**src/rtl/owm_pkg.sv**
```systemverilog
// Constants, register map and carrier types of the single-wire bus master
package owm_pkg;

  // ----------------------------------------------------------------------
  // Clock and timing
  // ----------------------------------------------------------------------
  localparam int unsigned CLK_NS = 10;

  // Standard speed times in ns
  localparam int unsigned RST_LOW_STD_NS  = 480000;
  localparam int unsigned RST_REC_STD_NS  = 480000;
  localparam int unsigned PRES_STD_NS     = 70000;
  localparam int unsigned SLOT_STD_NS     = 70000;
  localparam int unsigned W0_LOW_STD_NS   = 60000;
  localparam int unsigned W1_LOW_STD_NS   = 6000;
  localparam int unsigned SAMP_STD_NS     = 15000;
  localparam int unsigned SAMP_LATE_STD_NS = 30000;
  // Overdrive speed times in ns
  localparam int unsigned RST_LOW_OD_NS   = 48000;
  localparam int unsigned RST_REC_OD_NS   = 48000;
  localparam int unsigned PRES_OD_NS      = 8000;
  localparam int unsigned SLOT_OD_NS      = 10000;
  localparam int unsigned W0_LOW_OD_NS    = 7500;
  localparam int unsigned W1_LOW_OD_NS    = 1000;
  localparam int unsigned SAMP_OD_NS      = 2000;
  localparam int unsigned SAMP_LATE_OD_NS = 4000;
  // Line held low by someone else for this long counts as stuck
  localparam int unsigned STUCK_NS        = 960000;

  // Least time: round up; longest time: round down, never below one cycle
  function automatic int unsigned cyc_up(input int unsigned ns);
    return (ns + CLK_NS - 1) / CLK_NS;
  endfunction : cyc_up

  function automatic int unsigned cyc_dn(input int unsigned ns);
    return (ns / CLK_NS == 0) ? 1 : ns / CLK_NS;
  endfunction : cyc_dn

  localparam int unsigned W1_LOW_STD_CYC    = cyc_dn(W1_LOW_STD_NS);
  localparam int unsigned SAMP_STD_CYC      = cyc_dn(SAMP_STD_NS);
  localparam int unsigned SAMP_LATE_STD_CYC = cyc_dn(SAMP_LATE_STD_NS);
  localparam int unsigned PRES_OD_CYC       = cyc_dn(PRES_OD_NS);
  localparam int unsigned SLOT_OD_CYC       = cyc_up(SLOT_OD_NS);
  localparam int unsigned W0_LOW_OD_CYC     = cyc_up(W0_LOW_OD_NS);
  localparam int unsigned W1_LOW_OD_CYC     = cyc_dn(W1_LOW_OD_NS);
  localparam int unsigned SAMP_OD_CYC       = cyc_dn(SAMP_OD_NS);
  localparam int unsigned SAMP_LATE_OD_CYC  = cyc_dn(SAMP_LATE_OD_NS);

  // ----------------------------------------------------------------------
  // Register map (byte addresses)
  // ----------------------------------------------------------------------
  localparam int unsigned ADDR_W = 8;
  localparam logic [7:0] CFG_OFS    = 8'h00;
  localparam logic [7:0] CMD_OFS    = 8'h04;
  localparam logic [7:0] TXDATA_OFS = 8'h08;
  localparam logic [7:0] RXDATA_OFS = 8'h0c;
  localparam logic [7:0] STATUS_OFS = 8'h10;
  localparam logic [7:0] IMASK_OFS  = 8'h14;
  localparam logic [7:0] RIS_OFS    = 8'h18;
  localparam logic [7:0] MIS_OFS    = 8'h1c;
  localparam logic [7:0] ICLR_OFS   = 8'h20;
  localparam logic [7:0] DMACTL_OFS = 8'h24;

  localparam int unsigned CMD_CNT_LSB = 8;
  localparam logic [31:0] RX_RESET    = 32'hffffffff;

  // Interrupt bit positions
  localparam int unsigned IRQ_W        = 5;
  localparam int unsigned IRQ_RST_DONE = 0;
  localparam int unsigned IRQ_OP_DONE  = 1;
  localparam int unsigned IRQ_NO_PRES  = 2;
  localparam int unsigned IRQ_STUCK    = 3;
  localparam int unsigned IRQ_DMA_DONE = 4;

  localparam logic [1:0] DMA_SIZE_BYTE = 2'h0;
  localparam logic [1:0] DMA_SIZE_HALF = 2'h1;
  localparam logic [1:0] DMA_SIZE_WORD = 2'h2;

  // ----------------------------------------------------------------------
  // Carrier types
  // ----------------------------------------------------------------------
  typedef struct packed {
    logic dual_pin_setup;
    logic polarity_inverted;
    logic presence_check_off;
    logic sample_late;
    logic speed_overdrive;
  } cfg_t;

  typedef struct packed {
    logic rd;
    logic wr;
    logic rst;
  } op_t;

  typedef struct packed {
    logic [1:0] size;
    logic       dma_scatter_gather;
    logic       dma_chained_read;
    logic       dma_chained_write;
    logic       dma_read_each;
    logic       dma_reset_first;
  } dmactl_t;

  typedef struct packed {
    logic line_stuck_flag;
    logic no_presence_flag;
    logic line_active_flag;
  } status_t;

endpackage : owm_pkg

```
**src/rtl/single_wire_bus_master.sv**
```systemverilog
// Single-wire bus master with APB register slave and DMA pacing
//
// Contract
// - Reset command drives reset pulse on line
// - Active flag set while any operation runs
// - Flag missing slave when no presence seen
// - Flag line held low by another party
// - Status holds separate flags, zero when clear
// - Received bits default to one
// - Received word valid only after operations end
// - Transfers of one to four bytes, sub-byte
// - Standard and overdrive timing sets selectable
// - Read sample point normal or late
// - Presence check after reset on or off
// - Optional inverted line polarity
// - Single-pin or dual-pin line arrangement
// - Interrupts for pacing and line errors
// - DMA option issues bus reset first
// - DMA read after each transaction, request
// - DMA chained write after each write
// - DMA chained read after each read
// - Scatter-gather requests on enable and completion
// - DMA operation size 8, 16 or 32
// - Write completes before read begins
// - Programmable bit count 1 to 32
// - Five maskable, clearable sources, raw and masked
//
// The APB slave port and the register offsets are this design's own decisions.
`timescale 1ns/100ps
`default_nettype none

module single_wire_bus_master
  import owm_pkg::*;
#(
  parameter int unsigned RST_LOW_STD_CYC = cyc_up(RST_LOW_STD_NS),
  parameter int unsigned RST_REC_STD_CYC = cyc_up(RST_REC_STD_NS),
  parameter int unsigned PRES_STD_CYC    = cyc_dn(PRES_STD_NS),
  parameter int unsigned SLOT_STD_CYC    = cyc_up(SLOT_STD_NS),
  parameter int unsigned W0_LOW_STD_CYC  = cyc_up(W0_LOW_STD_NS),
  parameter int unsigned RST_LOW_OD_CYC  = cyc_up(RST_LOW_OD_NS),
  parameter int unsigned RST_REC_OD_CYC  = cyc_up(RST_REC_OD_NS),
  parameter int unsigned STUCK_CYC       = cyc_up(STUCK_NS),
  parameter int unsigned CNT_W           = 20
) (
  input  wire logic              mclk,
  input  wire logic              resetn,
  input  wire logic              psel,
  input  wire logic              penable,
  input  wire logic              pwrite,
  input  wire logic [ADDR_W-1:0] paddr,
  input  wire logic [31:0]       pwdata,
  output logic      [31:0]       prdata,
  output logic                   pready,
  output logic                   pslverr,
  input  wire logic              dq_i,
  output logic                   dq_o,
  output logic                   dq_oe,
  input  wire logic              rx2_i,
  output logic                   irq,
  output logic                   dma_req,
  input  wire logic              dma_done
);

  // ----------------------------------------------------------------------
  // Elaboration checks
  // ----------------------------------------------------------------------
  localparam int unsigned STUCK_W = $clog2(STUCK_CYC + 1);

  if (RST_LOW_STD_CYC >= 2**CNT_W || RST_REC_STD_CYC >= 2**CNT_W ||
      RST_LOW_OD_CYC >= 2**CNT_W || RST_REC_OD_CYC >= 2**CNT_W ||
      SLOT_STD_CYC >= 2**CNT_W || STUCK_CYC < 2 ||
      W0_LOW_STD_CYC >= SLOT_STD_CYC || SAMP_LATE_STD_CYC >= SLOT_STD_CYC ||
      PRES_STD_CYC >= RST_REC_STD_CYC || W1_LOW_STD_CYC == 0) begin : g_bad_param
    $error("single_wire_bus_master: timing parameters out of range");
  end

  // ----------------------------------------------------------------------
  // Declarations
  // ----------------------------------------------------------------------
  typedef enum logic [2:0] {ST_IDLE, ST_RST_LOW, ST_RST_WAIT, ST_SLOT_LOW,
                            ST_SLOT_REST} state_t;

  state_t             st_q;
  cfg_t               cfg_q;
  dmactl_t            dmactl_q;
  op_t                op_q;
  op_t                pend_q;
  logic [5:0]         pend_bits_q;
  logic [5:0]         bits_q;
  logic [4:0]         bit_q;
  logic               rd_phase_q;
  logic [CNT_W-1:0]   cnt_q;
  logic [31:0]        tx_q;
  logic [31:0]        rx_shift_q;
  logic [31:0]        rx_q;
  logic               pres_seen_q;
  logic               no_pres_q;
  logic               stuck_q;
  logic [STUCK_W-1:0] stuck_cnt_q;
  logic               drive_q;
  logic               pin_drv_q;
  logic [IRQ_W-1:0]   ris_q;
  logic [IRQ_W-1:0]   ris_d;
  logic [IRQ_W-1:0]   im_q;
  logic [31:0]        rdata_d;
  logic               hit_d;

  // ----------------------------------------------------------------------
  // Helpers
  // ----------------------------------------------------------------------
  function automatic logic [CNT_W-1:0] tsel(input logic od, input int unsigned s,
                                            input int unsigned o);
    return od ? CNT_W'(o) : CNT_W'(s);
  endfunction : tsel

  // Zero and anything past 32 fall back to a full word
  function automatic logic [5:0] fix_cnt(input logic [5:0] c);
    return (c == 6'h00 || c > 6'h20) ? 6'h20 : c;
  endfunction : fix_cnt

  function automatic logic [5:0] dma_bits(input logic [1:0] sz);
    unique case (sz)
      DMA_SIZE_BYTE: return 6'h08;
      DMA_SIZE_HALF: return 6'h10;
      default:       return 6'h20;
    endcase
  endfunction : dma_bits

  // ----------------------------------------------------------------------
  // Timing selection and line sensing
  // ----------------------------------------------------------------------
  logic             od;
  logic [CNT_W-1:0] t_rst_low;
  logic [CNT_W-1:0] t_rst_rec;
  logic [CNT_W-1:0] t_pres;
  logic [CNT_W-1:0] t_slot;
  logic [CNT_W-1:0] t_low;
  logic [CNT_W-1:0] t_samp;
  logic             line_hi;

  assign od        = cfg_q.speed_overdrive;
  assign t_rst_low = tsel(od, RST_LOW_STD_CYC, RST_LOW_OD_CYC);
  assign t_rst_rec = tsel(od, RST_REC_STD_CYC, RST_REC_OD_CYC);
  assign t_pres    = tsel(od, PRES_STD_CYC, PRES_OD_CYC);
  assign t_slot    = tsel(od, SLOT_STD_CYC, SLOT_OD_CYC);
  // Reads use the short low pulse of a one bit
  assign t_low     = (rd_phase_q || tx_q[bit_q]) ? tsel(od, W1_LOW_STD_CYC, W1_LOW_OD_CYC)
                                                 : tsel(od, W0_LOW_STD_CYC, W0_LOW_OD_CYC);
  assign t_samp    = cfg_q.sample_late ? tsel(od, SAMP_LATE_STD_CYC, SAMP_LATE_OD_CYC)
                                       : tsel(od, SAMP_STD_CYC, SAMP_OD_CYC);
  // Dual-pin setup senses on its own receive pin
  assign line_hi   = (cfg_q.dual_pin_setup ? rx2_i : dq_i)
                     ^ cfg_q.polarity_inverted;

  // ----------------------------------------------------------------------
  // Sequencer events
  // ----------------------------------------------------------------------
  logic idle;
  logic launch;
  logic last_bit;
  logic slot_end;
  logic pres_now;
  logic ev_rst_done;
  logic ev_no_pres;
  logic ev_op_done;
  logic go_read;

  assign idle        = (st_q == ST_IDLE);
  assign launch      = idle && (pend_q != '0);
  assign last_bit    = ({1'b0, bit_q} == bits_q - 6'h01);
  assign slot_end    = (st_q == ST_SLOT_REST) && (cnt_q == t_slot - 1'b1);
  assign go_read     = !rd_phase_q && op_q.rd;
  assign pres_now    = pres_seen_q || ((cnt_q == t_pres) && !line_hi);
  assign ev_rst_done = (st_q == ST_RST_WAIT) && (cnt_q == t_rst_rec - 1'b1);
  assign ev_no_pres  = ev_rst_done && !cfg_q.presence_check_off && !pres_now;
  assign ev_op_done  = slot_end && last_bit && !go_read;

  // ----------------------------------------------------------------------
  // APB slave
  // ----------------------------------------------------------------------
  logic setup;
  logic wr_acc;
  logic dma_on;
  logic dma_go;
  logic cmd_take;
  logic tx_wr;

  assign setup    = psel && !penable;
  assign wr_acc   = psel && penable && pready && pwrite;
  assign tx_wr    = wr_acc && (paddr == TXDATA_OFS);
  assign cmd_take = wr_acc && (paddr == CMD_OFS) && idle && (pend_q == '0);
  assign dma_go   = wr_acc && (paddr == DMACTL_OFS) && (pwdata[4:0] != 5'h00);
  assign dma_on   = dmactl_q.dma_scatter_gather || dmactl_q.dma_chained_read ||
                    dmactl_q.dma_chained_write || dmactl_q.dma_read_each;

  always_comb begin
    rdata_d = 32'h00000000;
    hit_d   = 1'b1;
    unique case (paddr)
      CFG_OFS:    rdata_d = 32'(cfg_q);
      CMD_OFS:    rdata_d = {18'h00000, bits_q, 5'h00, op_q};
      TXDATA_OFS: rdata_d = tx_q;
      RXDATA_OFS: rdata_d = rx_q;
      STATUS_OFS: rdata_d = 32'(status_t'{stuck_q, no_pres_q, !idle || (pend_q != '0)});
      IMASK_OFS:  rdata_d = 32'(im_q);
      RIS_OFS:    rdata_d = 32'(ris_q);
      MIS_OFS:    rdata_d = 32'(ris_q & im_q);
      ICLR_OFS:   rdata_d = 32'h00000000;
      DMACTL_OFS: rdata_d = 32'(dmactl_q);
      default:    hit_d   = 1'b0;
    endcase
  end

  // Every access gets one wait-free access cycle; unmapped ones answer error
  always_ff @(posedge mclk) begin
    if (!resetn) begin
      pready  <= 1'b0;
      pslverr <= 1'b0;
      prdata  <= 32'h00000000;
    end else begin
      pready  <= setup;
      pslverr <= setup && !hit_d;
      prdata  <= (setup && !pwrite) ? rdata_d : 32'h00000000;
    end
  end

  always_ff @(posedge mclk) begin
    if (!resetn) begin
      cfg_q <= '0;
      im_q  <= '0;
      tx_q  <= 32'h00000000;
    end else if (wr_acc) begin
      if (paddr == CFG_OFS) cfg_q <= cfg_t'(pwdata[4:0]);
      if (paddr == IMASK_OFS) im_q <= pwdata[IRQ_W-1:0];
      if (tx_wr) tx_q <= pwdata;
    end
  end

  // ----------------------------------------------------------------------
  // DMA control
  // ----------------------------------------------------------------------
  always_ff @(posedge mclk) begin
    if (!resetn) begin
      dmactl_q <= '0;
    end else if (wr_acc && (paddr == DMACTL_OFS)) begin
      dmactl_q <= dmactl_t'(pwdata[6:0]);
    end else if (dma_done) begin
      dmactl_q <= '{size: dmactl_q.size, default: 1'b0};
    end
  end

  // Requests start only once software enables DMA, after setting it up
  always_ff @(posedge mclk) begin
    if (!resetn) begin
      dma_req <= 1'b0;
    end else begin
      dma_req <= (dma_go && (pwdata[4] || pwdata[2]))
                 || (ev_op_done && dma_on);
    end
  end

  // ----------------------------------------------------------------------
  // Pending operation
  // ----------------------------------------------------------------------
  always_ff @(posedge mclk) begin
    if (!resetn) begin
      pend_q      <= '0;
      pend_bits_q <= 6'h20;
    end else begin
      if (launch) pend_q <= '0;
      if (cmd_take) begin
        pend_q      <= op_t'(pwdata[2:0]);
        pend_bits_q <= fix_cnt(pwdata[CMD_CNT_LSB +: 6]);
      end else if (dma_go) begin
        pend_q.rst  <= pwdata[0];
        pend_q.rd   <= pwdata[3];
        pend_bits_q <= dma_bits(pwdata[6:5]);
      end else if (tx_wr && dmactl_q.dma_chained_write) begin
        pend_q.wr   <= 1'b1;
        pend_q.rd   <= dmactl_q.dma_read_each;
        pend_bits_q <= dma_bits(dmactl_q.size);
      end else if (ev_op_done && op_q.rd && dmactl_q.dma_chained_read) begin
        pend_q.rd   <= 1'b1;
        pend_bits_q <= dma_bits(dmactl_q.size);
      end
    end
  end

  // ----------------------------------------------------------------------
  // Line sequencer
  // ----------------------------------------------------------------------
  always_ff @(posedge mclk) begin
    if (!resetn) begin
      st_q        <= ST_IDLE;
      op_q        <= '0;
      bits_q      <= 6'h20;
      bit_q       <= 5'h00;
      rd_phase_q  <= 1'b0;
      cnt_q       <= '0;
      drive_q     <= 1'b0;
      pres_seen_q <= 1'b0;
      rx_shift_q  <= RX_RESET;
      rx_q        <= RX_RESET;
    end else begin
      unique case (st_q)
        ST_IDLE: begin
          if (launch) begin
            op_q       <= pend_q;
            bits_q     <= pend_bits_q;
            bit_q      <= 5'h00;
            cnt_q      <= '0;
            drive_q    <= 1'b1;
            rd_phase_q <= !pend_q.wr;
            rx_shift_q <= RX_RESET;
            st_q       <= pend_q.rst ? ST_RST_LOW : ST_SLOT_LOW;
          end
        end
        ST_RST_LOW: begin
          cnt_q <= cnt_q + 1'b1;
          if (cnt_q == t_rst_low - 1'b1) begin
            cnt_q       <= '0;
            drive_q     <= 1'b0;
            pres_seen_q <= 1'b0;
            st_q        <= ST_RST_WAIT;
          end
        end
        ST_RST_WAIT: begin
          cnt_q       <= cnt_q + 1'b1;
          pres_seen_q <= pres_now;
          if (ev_rst_done) begin
            cnt_q <= '0;
            if (op_q.wr || op_q.rd) begin
              drive_q <= 1'b1;
              st_q    <= ST_SLOT_LOW;
            end else begin
              st_q <= ST_IDLE;
            end
          end
        end
        ST_SLOT_LOW: begin
          cnt_q <= cnt_q + 1'b1;
          if (cnt_q == t_low - 1'b1) begin
            drive_q <= 1'b0;
            st_q    <= ST_SLOT_REST;
          end
        end
        ST_SLOT_REST: begin
          cnt_q <= cnt_q + 1'b1;
          if (rd_phase_q && cnt_q == t_samp) begin
            rx_shift_q[bit_q] <= line_hi;
          end
          if (slot_end) begin
            cnt_q <= '0;
            if (!last_bit) begin
              bit_q   <= bit_q + 5'h01;
              drive_q <= 1'b1;
              st_q    <= ST_SLOT_LOW;
            end else if (go_read) begin
              bit_q      <= 5'h00;
              rd_phase_q <= 1'b1;
              drive_q    <= 1'b1;
              st_q       <= ST_SLOT_LOW;
            end else begin
              if (rd_phase_q) rx_q <= rx_shift_q;
              st_q <= ST_IDLE;
            end
          end
        end
      endcase
    end
  end

  // ----------------------------------------------------------------------
  // Bus condition flags
  // ----------------------------------------------------------------------
  always_ff @(posedge mclk) begin
    if (!resetn) begin
      no_pres_q <= 1'b0;
    end else if (launch && pend_q.rst) begin
      no_pres_q <= 1'b0;
    end else if (ev_no_pres) begin
      no_pres_q <= 1'b1;
    end
  end

  // Own drive, and one cycle of pin lag after it, never counts as stuck
  always_ff @(posedge mclk) begin
    if (!resetn) begin
      stuck_cnt_q <= '0;
      stuck_q     <= 1'b0;
    end else if (line_hi || drive_q || pin_drv_q) begin
      stuck_cnt_q <= '0;
      if (line_hi) stuck_q <= 1'b0;
    end else if (stuck_cnt_q != STUCK_W'(STUCK_CYC - 1)) begin
      stuck_cnt_q <= stuck_cnt_q + 1'b1;
    end else begin
      stuck_q <= 1'b1;
    end
  end

  // ----------------------------------------------------------------------
  // Interrupts: a new event wins over a clear in the same cycle
  // ----------------------------------------------------------------------
  logic [IRQ_W-1:0] ev_vec;
  logic [IRQ_W-1:0] clr_vec;

  always_comb begin
    ev_vec               = '0;
    ev_vec[IRQ_RST_DONE] = ev_rst_done;
    ev_vec[IRQ_OP_DONE]  = ev_op_done;
    ev_vec[IRQ_NO_PRES]  = ev_no_pres;
    ev_vec[IRQ_STUCK]    = (stuck_cnt_q == STUCK_W'(STUCK_CYC - 1)) && !stuck_q &&
                           !line_hi && !drive_q && !pin_drv_q;
    ev_vec[IRQ_DMA_DONE] = dma_done;
    clr_vec = (wr_acc && paddr == ICLR_OFS) ? pwdata[IRQ_W-1:0] : '0;
    ris_d   = (ris_q & ~clr_vec) | ev_vec;
  end

  always_ff @(posedge mclk) begin
    if (!resetn) begin
      ris_q <= '0;
      irq   <= 1'b0;
    end else begin
      ris_q <= ris_d;
      irq   <= |(ris_d & im_q);
    end
  end

  // ----------------------------------------------------------------------
  // Pin drivers
  // ----------------------------------------------------------------------
  // Single pin is open drain; the dual-pin transmit pin is driven always
  always_ff @(posedge mclk) begin
    if (!resetn) begin
      pin_drv_q <= 1'b0;
      dq_oe     <= 1'b0;
      dq_o      <= 1'b0;
    end else begin
      pin_drv_q <= drive_q;
      dq_oe     <= cfg_q.dual_pin_setup || drive_q;
      dq_o      <= drive_q ? cfg_q.polarity_inverted
                           : !cfg_q.polarity_inverted;
    end
  end

endmodule : single_wire_bus_master

`default_nettype wire

```
**config.mk**
```make
export PLATFORM = sky130hd
export DESIGN_NAME = single_wire_bus_master
export DESIGN_NICKNAME = d
export VERILOG_FILES = /design/src/rtl/owm_pkg.sv /design/src/rtl/single_wire_bus_master.sv
export SDC_FILE = /design/constraint.sdc
export NUM_CORES = 1
export LEC_CHECK = 0
export ABC_CLOCK_PERIOD_IN_PS = 4600
export BUFFER_PORTS_ARGS = -buffer_cell sky130_fd_sc_hd__buf_4
export CAP_MARGIN = 20
export CORE_MARGIN = 5
export CORE_UTILIZATION = 40
export CTS_CLUSTER_DIAMETER = 50
export DETAILED_ROUTE_END_ITERATION = 8
export GPL_TIMING_DRIVEN = 0
export PLACE_DENSITY = 0.66
export SYNTH_ARGS = -nofsm -noshare
export SYNTH_HDL_FRONTEND = slang
export SYNTH_SLANG_ARGS = --single-unit
```
**constraint.sdc**
```tcl
create_clock -name mclk -period 4.6 [get_ports mclk]
set_input_delay 0.92 -clock mclk [delete_from_list [all_inputs] [get_ports mclk]]
set_output_delay 0.92 -clock mclk [all_outputs]
set_load 0.01 [all_outputs]
```
== After elaboration in Yosys (flattened, before gate mapping) ==
Cells that the tools add are included.

* Register bits: 225
* Bits of input ports: 48
* Output and inout bits: 38
* Logic and storage cells: 262

* Add/sub/neg operators: 7
* Magnitude comparators: 3
* Equality and inequality tests: 35
* Multiplexer cells: 76
* Bitwise gates (word level): 8
* Reduce and logical (&&, ||, !) cells: 92

{| class="wikitable"
|+ Operators by type and width
! operator !! count
|-
| one-hot mux 32 bit (9 select lines) || 1
|-
| one-hot mux 20 bit (5 select lines) || 1
|-
| two-way mux 20 bit || 4
|-
| two-way mux 32 bit || 2
|-
| one-hot mux 32 bit (2 select lines) || 1
|-
| == test 20 bit || 3
|-
| two-way mux 13 bit || 4
|-
| logical AND 1 bit || 34
|-
| bitwise mux 32 bit || 1
|-
| == test 8 x 5 -> 1 bit, second input constant || 4
|-
| two-way mux 5 bit || 6
|-
| two-way mux 6 bit || 5
|-
| subtractor 13 x 1 -> 14 bit, second input constant || 2
|-
| two-way mux 1 bit || 25
|-
| two-way mux 12 bit || 2
|-
| one-hot mux 6 bit (2 select lines) || 2
|-
| two-way mux 3 bit || 7
|-
| adder 20 x 1 -> 20 bit, second input constant || 1
|-
| == test 20 x 12 -> 1 bit || 1
|-
| == test 20 x 13 -> 1 bit || 1
|-
| adder 17 x 1 -> 17 bit, second input constant || 1
|-
| == test 17 bit, second input constant || 1
|-
| inequality test 17 bit, second input constant || 1
|-
| subtractor 16 x 1 -> 17 bit, second input constant || 1
|-
| other kinds (50) || 110
|}

== Longest topological paths before layout ==
* Depth in word-level cells: 12
* Mapped depth: 10
* Gate-level depth less buffers: 9

== Worst setup path before layout ==
Ideal clock, no wire load.

* Path kind: input-to-reg
* From: input port paddr[4]
* To: register prdata[22]
* Setup time: 0.065 ns
* Arrival time: 2.760 ns
* Required time: 4.535 ns
* Setup slack: 1.775 ns
* Cell stages on the path: 8
* Buffers on the path: 2
* Cells stage by stage: or4b_1 > nor2_4 > a21oi_1 > or3_4 > or2_1 > buf_2 > buf_6 > nor2_1

* Word-level cells in the longest chain between the ends: 2
* Elaborated cells on any way between the ends: 10
* Those cells by class: eq/ne (8); mux (1); reduce/logical (1)

{| class="wikitable"
|+ Ends and longest elaborated chain
! what !! RTL line !! RTL
|-
| start, declared || single_wire_bus_master.sv:50 || <nowiki>input wire logic [ADDR_W-1:0] paddr,</nowiki>
|-
| == test 8 x 6 -> 1 bit (tied with other cells) || single_wire_bus_master.sv:199 || <nowiki>unique case (paddr)</nowiki>
|-
| one-hot mux 32 bit (9 select lines) * || single_wire_bus_master.sv:199 ||
|-
| end signal, assigned || single_wire_bus_master.sv:223 || <nowiki>prdata <= (setup && !pwrite) ? rdata_d : 32'h00000000;</nowiki>
|-
| end, declared || single_wire_bus_master.sv:52 || <nowiki>output logic [31:0] prdata,</nowiki>
|}

Every way passes the cells marked *; elsewhere a longest branch is shown, timed or not.
A chain may end at the register's enable or synchronous reset.

== Final worst setup path ==
* From: register bit_q[1]
* To: register st_q[2]

* Word-level cells in the longest chain between the ends: 8

{| class="wikitable"
|+ Ends and longest elaborated chain
! what !! RTL line !! RTL
|-
| start, declared || single_wire_bus_master.sv:90 || <nowiki>logic [4:0] bit_q;</nowiki>
|-
| start signal, assigned || single_wire_bus_master.sv:355 || <nowiki>bit_q <= bit_q + 5'h01;</nowiki>
|-
| binary-select mux 1 bit (select 5 bit) || single_wire_bus_master.sv:147 || <nowiki>assign t_low = (rd_phase_q || tx_q[bit_q]) ? tsel(od, W1_LOW_STD_CYC, W1_LOW_OD_CYC)</nowiki>
|-
| two-way mux 1 bit (implied by the code) || single_wire_bus_master.sv:147 ||
|-
| logical OR 1 bit || single_wire_bus_master.sv:147 ||
|-
| two-way mux 13 bit || single_wire_bus_master.sv:147 ||
|-
| subtractor 13 x 1 -> 14 bit || single_wire_bus_master.sv:342 || <nowiki>if (cnt_q == t_low - 1'b1) begin</nowiki>
|-
| == test 20 bit || single_wire_bus_master.sv:342 ||
|-
| inequality test 2 bit (no source line) || - ||
|-
| AND reduction 5 bit (no source line) || - ||
|-
| end signal, assigned || single_wire_bus_master.sv:315 || <nowiki>st_q <= pend_q.rst ? ST_RST_LOW : ST_SLOT_LOW;</nowiki>
|-
| end, declared || single_wire_bus_master.sv:83 || <nowiki>state_t st_q;</nowiki>
|}

Every way passes these cells. The select of a mux whose other input is x is not followed.

==> results.toml <==
[route]
dr_wl_met2_mm = 14.35
top_layer = "met4"
wl_met1_mm = 14.25
drt_pass1_iterations = 5
drc = 0
dr.first_iter.drc_count = 781
post_drt_wl_per_cell_um = 17.90
viasPerCell = 5.555
wl_met3_mm = 1.809
drt_wl_total_mm = 31.40
ant_nets = 0
num_vias = 9743

[clock_network]
tritoncts = "yes"
path_clk_slew_ns = 0.06
htree_levels = 1
cts.repair.resized = 0
cts_sinks = 225
ctsHoldBuffers = 0
cts_buffers = 28
post_cts_buffers = 0
cts-root-buf = "clkbuf_16"
clk_latency_ns = 0.55
clockBufferDepth = 3

[floorplan]
core_area_um2 = 26730
pin_count = 86
dieArea_um2 = 30220
die_x_um = 173.8
start_util = 0.4018
rows = 60
die_y_um = 173.8

[worst_setup_path]
cp_cell_sequence = "buf_1, mux4_2, a22oi_1, o211ai_1, a211oi_1, mux2i_1, o21ai_1, o2111a_1"
cp-end-kind = "flop"
worstPathRequired_ns = 5.08
cp_top_family = "compound AO/OA/AOI/OAI gates"
cp_max_fo = 10
startpoint_type = "flop"
cp_num_buf_inv = 1
worstSetupPathType = "reg2reg"
slowest_stage = "buf_1"
cp_data_arrival_time_ns = 3.79
max_stage_delay_ns = 0.75

[min_path]
holdCritPathClass = "reg2reg"

[final_layout]
fill_cells = 2641
final_cell_mix = "nand2_1 (245), dfxtp_1 (225), a21oi_1 (108)"
drive_gt1_frac = 0.1302
area_growth_pct = 18.26
fin_cells = 1754
fin_nets = 1450
layout_commonest_cell = "nand2_1"
antennaDiodeCount = 0

[timing]
fmaxAchievable_ghz = 0.3022
fin_tns_setup_ns = 0
clock-skew-final_ns = 0.02028
slew_headroom = 0.3155
fin_crit_ns = 3.309
hold_ws_ns = 0.4613
report.final.slew_viol_count = 0
finalCritPeriodShare = 0.7193
finalHoldViolCount = 0
worst_slew_pin_slew_ns = 1.019
grt_setup_unrepaired = "false"
setup_violations = 0

[place]
dp_hpwl_mm = 23.01
gp_congestion = 0.9047
io_buffers = 84
post-place-cells = 1705

[outcome]
status = "finished clean"

[synth]
synth_nets = 1335
synthesis.area_um2 = 10740
synth-seq-cells = 225
yosysWarnings = 0
syn_inst = 1279
synth-main-ff-cell = "dfxtp_1"
yosysUniqueCellTypes = 86
synth_enable_flop_cells = 0
synth_area_per_cell_um2 = 8.395
async_reset_ff_frac = 0
synth.yosys.seq_area_share = 0.4195

[global_route]
grt_max_degree = 14
gr-total-overflow = 0
track_usage = 0.2026
antenna_found_initial = 0
grt_pass1_vias = 9555
grt_pass1_wl_mm = 50.68

[pwr]
irDropWorstVdd_v = 0.0002692
finalPower_w = 0.005047
p_per_area_nw_per_um2 = 397.5
p_leak_nw = 4.550

[job]
drv_cap = 0
==> sequential cells by signal, indices dropped and copies added, names as in the netlist, 3 cells and up <==
name	cells
prdata	32
rx_q	32
rx_shift_q	32
tx_q	32
cnt_q	20
stuck_cnt_q	17
dmactl_q	7
bits_q	6
pend_bits_q	6
bit_q	5
im_q	5
ris_q	5
cfg_q	4
op_q	3
pend_q	3
st_q	3
==> path summary, 6_finish.rpt <==
| path | startpoint | end | slack, ns | depth (start not counted) |
|---|---|---|---|---|
| worst max-delay path | bit_q[1]$_SDFFE_PN0P_ | st_q[2]$_SDFFE_PN0P_ | 1.29 | 8 |
| worst min-delay path | pend_bits_q[3]$_SDFFE_PN0P_ | bits_q[3]$_SDFFE_PN0P_ | 0.46 | 2 |
| worst max register to register | bit_q[1]$_SDFFE_PN0P_ | st_q[2]$_SDFFE_PN0P_ | 1.29 | 8 |
| worst min register to register | pend_bits_q[3]$_SDFFE_PN0P_ | bits_q[3]$_SDFFE_PN0P_ | 0.46 | 2 |
==> metrics by stage <==
step	util	area, um2	worst slack, ns
after floorplan	-	10740	1.775
after global placement	0.4413	11800	0.9496
after detailed placement	0.4415	11800	1.267
after CTS	0.4751	12700	1.303
after global routing	0.4751	12700	1.155
final	0.4751	12700	1.291
==> worst reg2reg max path, stage by stage, from the launching register on <==
cell and delay [ns]:
dfxtp_1 0.49, buf_1 0.75, mux4_2 0.47, a22oi_1 0.20, o211ai_1 0.12, a211oi_1 0.47
mux2i_1 0.16, o21ai_1 0.35, o2111a_1 0.24
==> cells by family after synthesis <==
kind of cell / share of synthesized area
and+or+nand+nor: 0.2425
AOI/OAI and AO/OA: 0.1723
DFF: 0.4195
buffers and inverters: 0.04393
muxes: 0.08320
xor gates and xnor gates: 0.02925
adders and majority gates: 0.009322
==> power breakdown <==
group / internal, W / switching [W]
sequential: 0.00199 / 0.0000492
combinational: 0.000287 / 0.000594
clock: 0.00125 / 0.000876
total: 0.00353 / 0.00152
==> synthesized netlist by cell type (4+ instances only) <==
library cell / n / area share
a22oi_1: 14 / 0.0098
nor3_1: 26 / 0.012
xor2_1: 17 / 0.014
nor2_1: 104 / 0.036
ha_1: 8 / 0.0093
a21oi_1: 108 / 0.050
buf_6: 4 / 0.0042
buf_2: 13 / 0.0061
and2_1: 14 / 0.0082
or3_1: 10 / 0.0058
o21a_1: 4 / 0.0028
o21ai_0: 32 / 0.015
nor4_1: 8 / 0.0047
a211oi_1: 35 / 0.024
nand4b_1: 5 / 0.0041
o41ai_1: 4 / 0.0033
a21o_1: 16 / 0.011
a2bb2oi_1: 8 / 0.0065
xnor2_1: 17 / 0.014
nand3b_1: 7 / 0.0049
or4_1: 7 / 0.0049
inv_1: 21 / 0.0073
nand4_1: 14 / 0.0082
and3_1: 8 / 0.0047
buf_1: 5 / 0.0017
nor2b_1: 10 / 0.0058
nand2b_1: 4 / 0.0023
and4_1: 5 / 0.0041
nand2_1: 245 / 0.086
nor3b_1: 11 / 0.0077
o211ai_1: 5 / 0.0035
nor4bb_1: 4 / 0.0037
mux2i_1: 69 / 0.064
a31oi_1: 10 / 0.0058
clkbuf_1: 66 / 0.023
mux4_2: 8 / 0.017
nand3_1: 28 / 0.013
a21boi_0: 5 / 0.0035
dfxtp_1: 225 / 0.42
==> area by class of cell <==
type                            count  area, um2  area share
Multi-Input combinational cell    942       5762      0.4537
Sequential cell                   225       4504      0.3547
Clock buffer                       35      768.2     0.06050
Timing Repair Buffer               85      635.6     0.05005
Tap cell                          341      426.7     0.03360
Buffer                             90      389.1     0.03064
Clock inverter                     14      130.1     0.01025
Inverter                           22      82.58    0.006503
==> per-layer routing <==
layer | vias to the layer above | GRT usage
li1 | 4769 | -
met1 | 4596 | 0.2769
met2 | 315 | 0.3257
met3 | 63 | 0.03053
met4 | 0 | 0.07456
met5 | - | 0
Note: power is estimated with default switching activity, not from simulation.
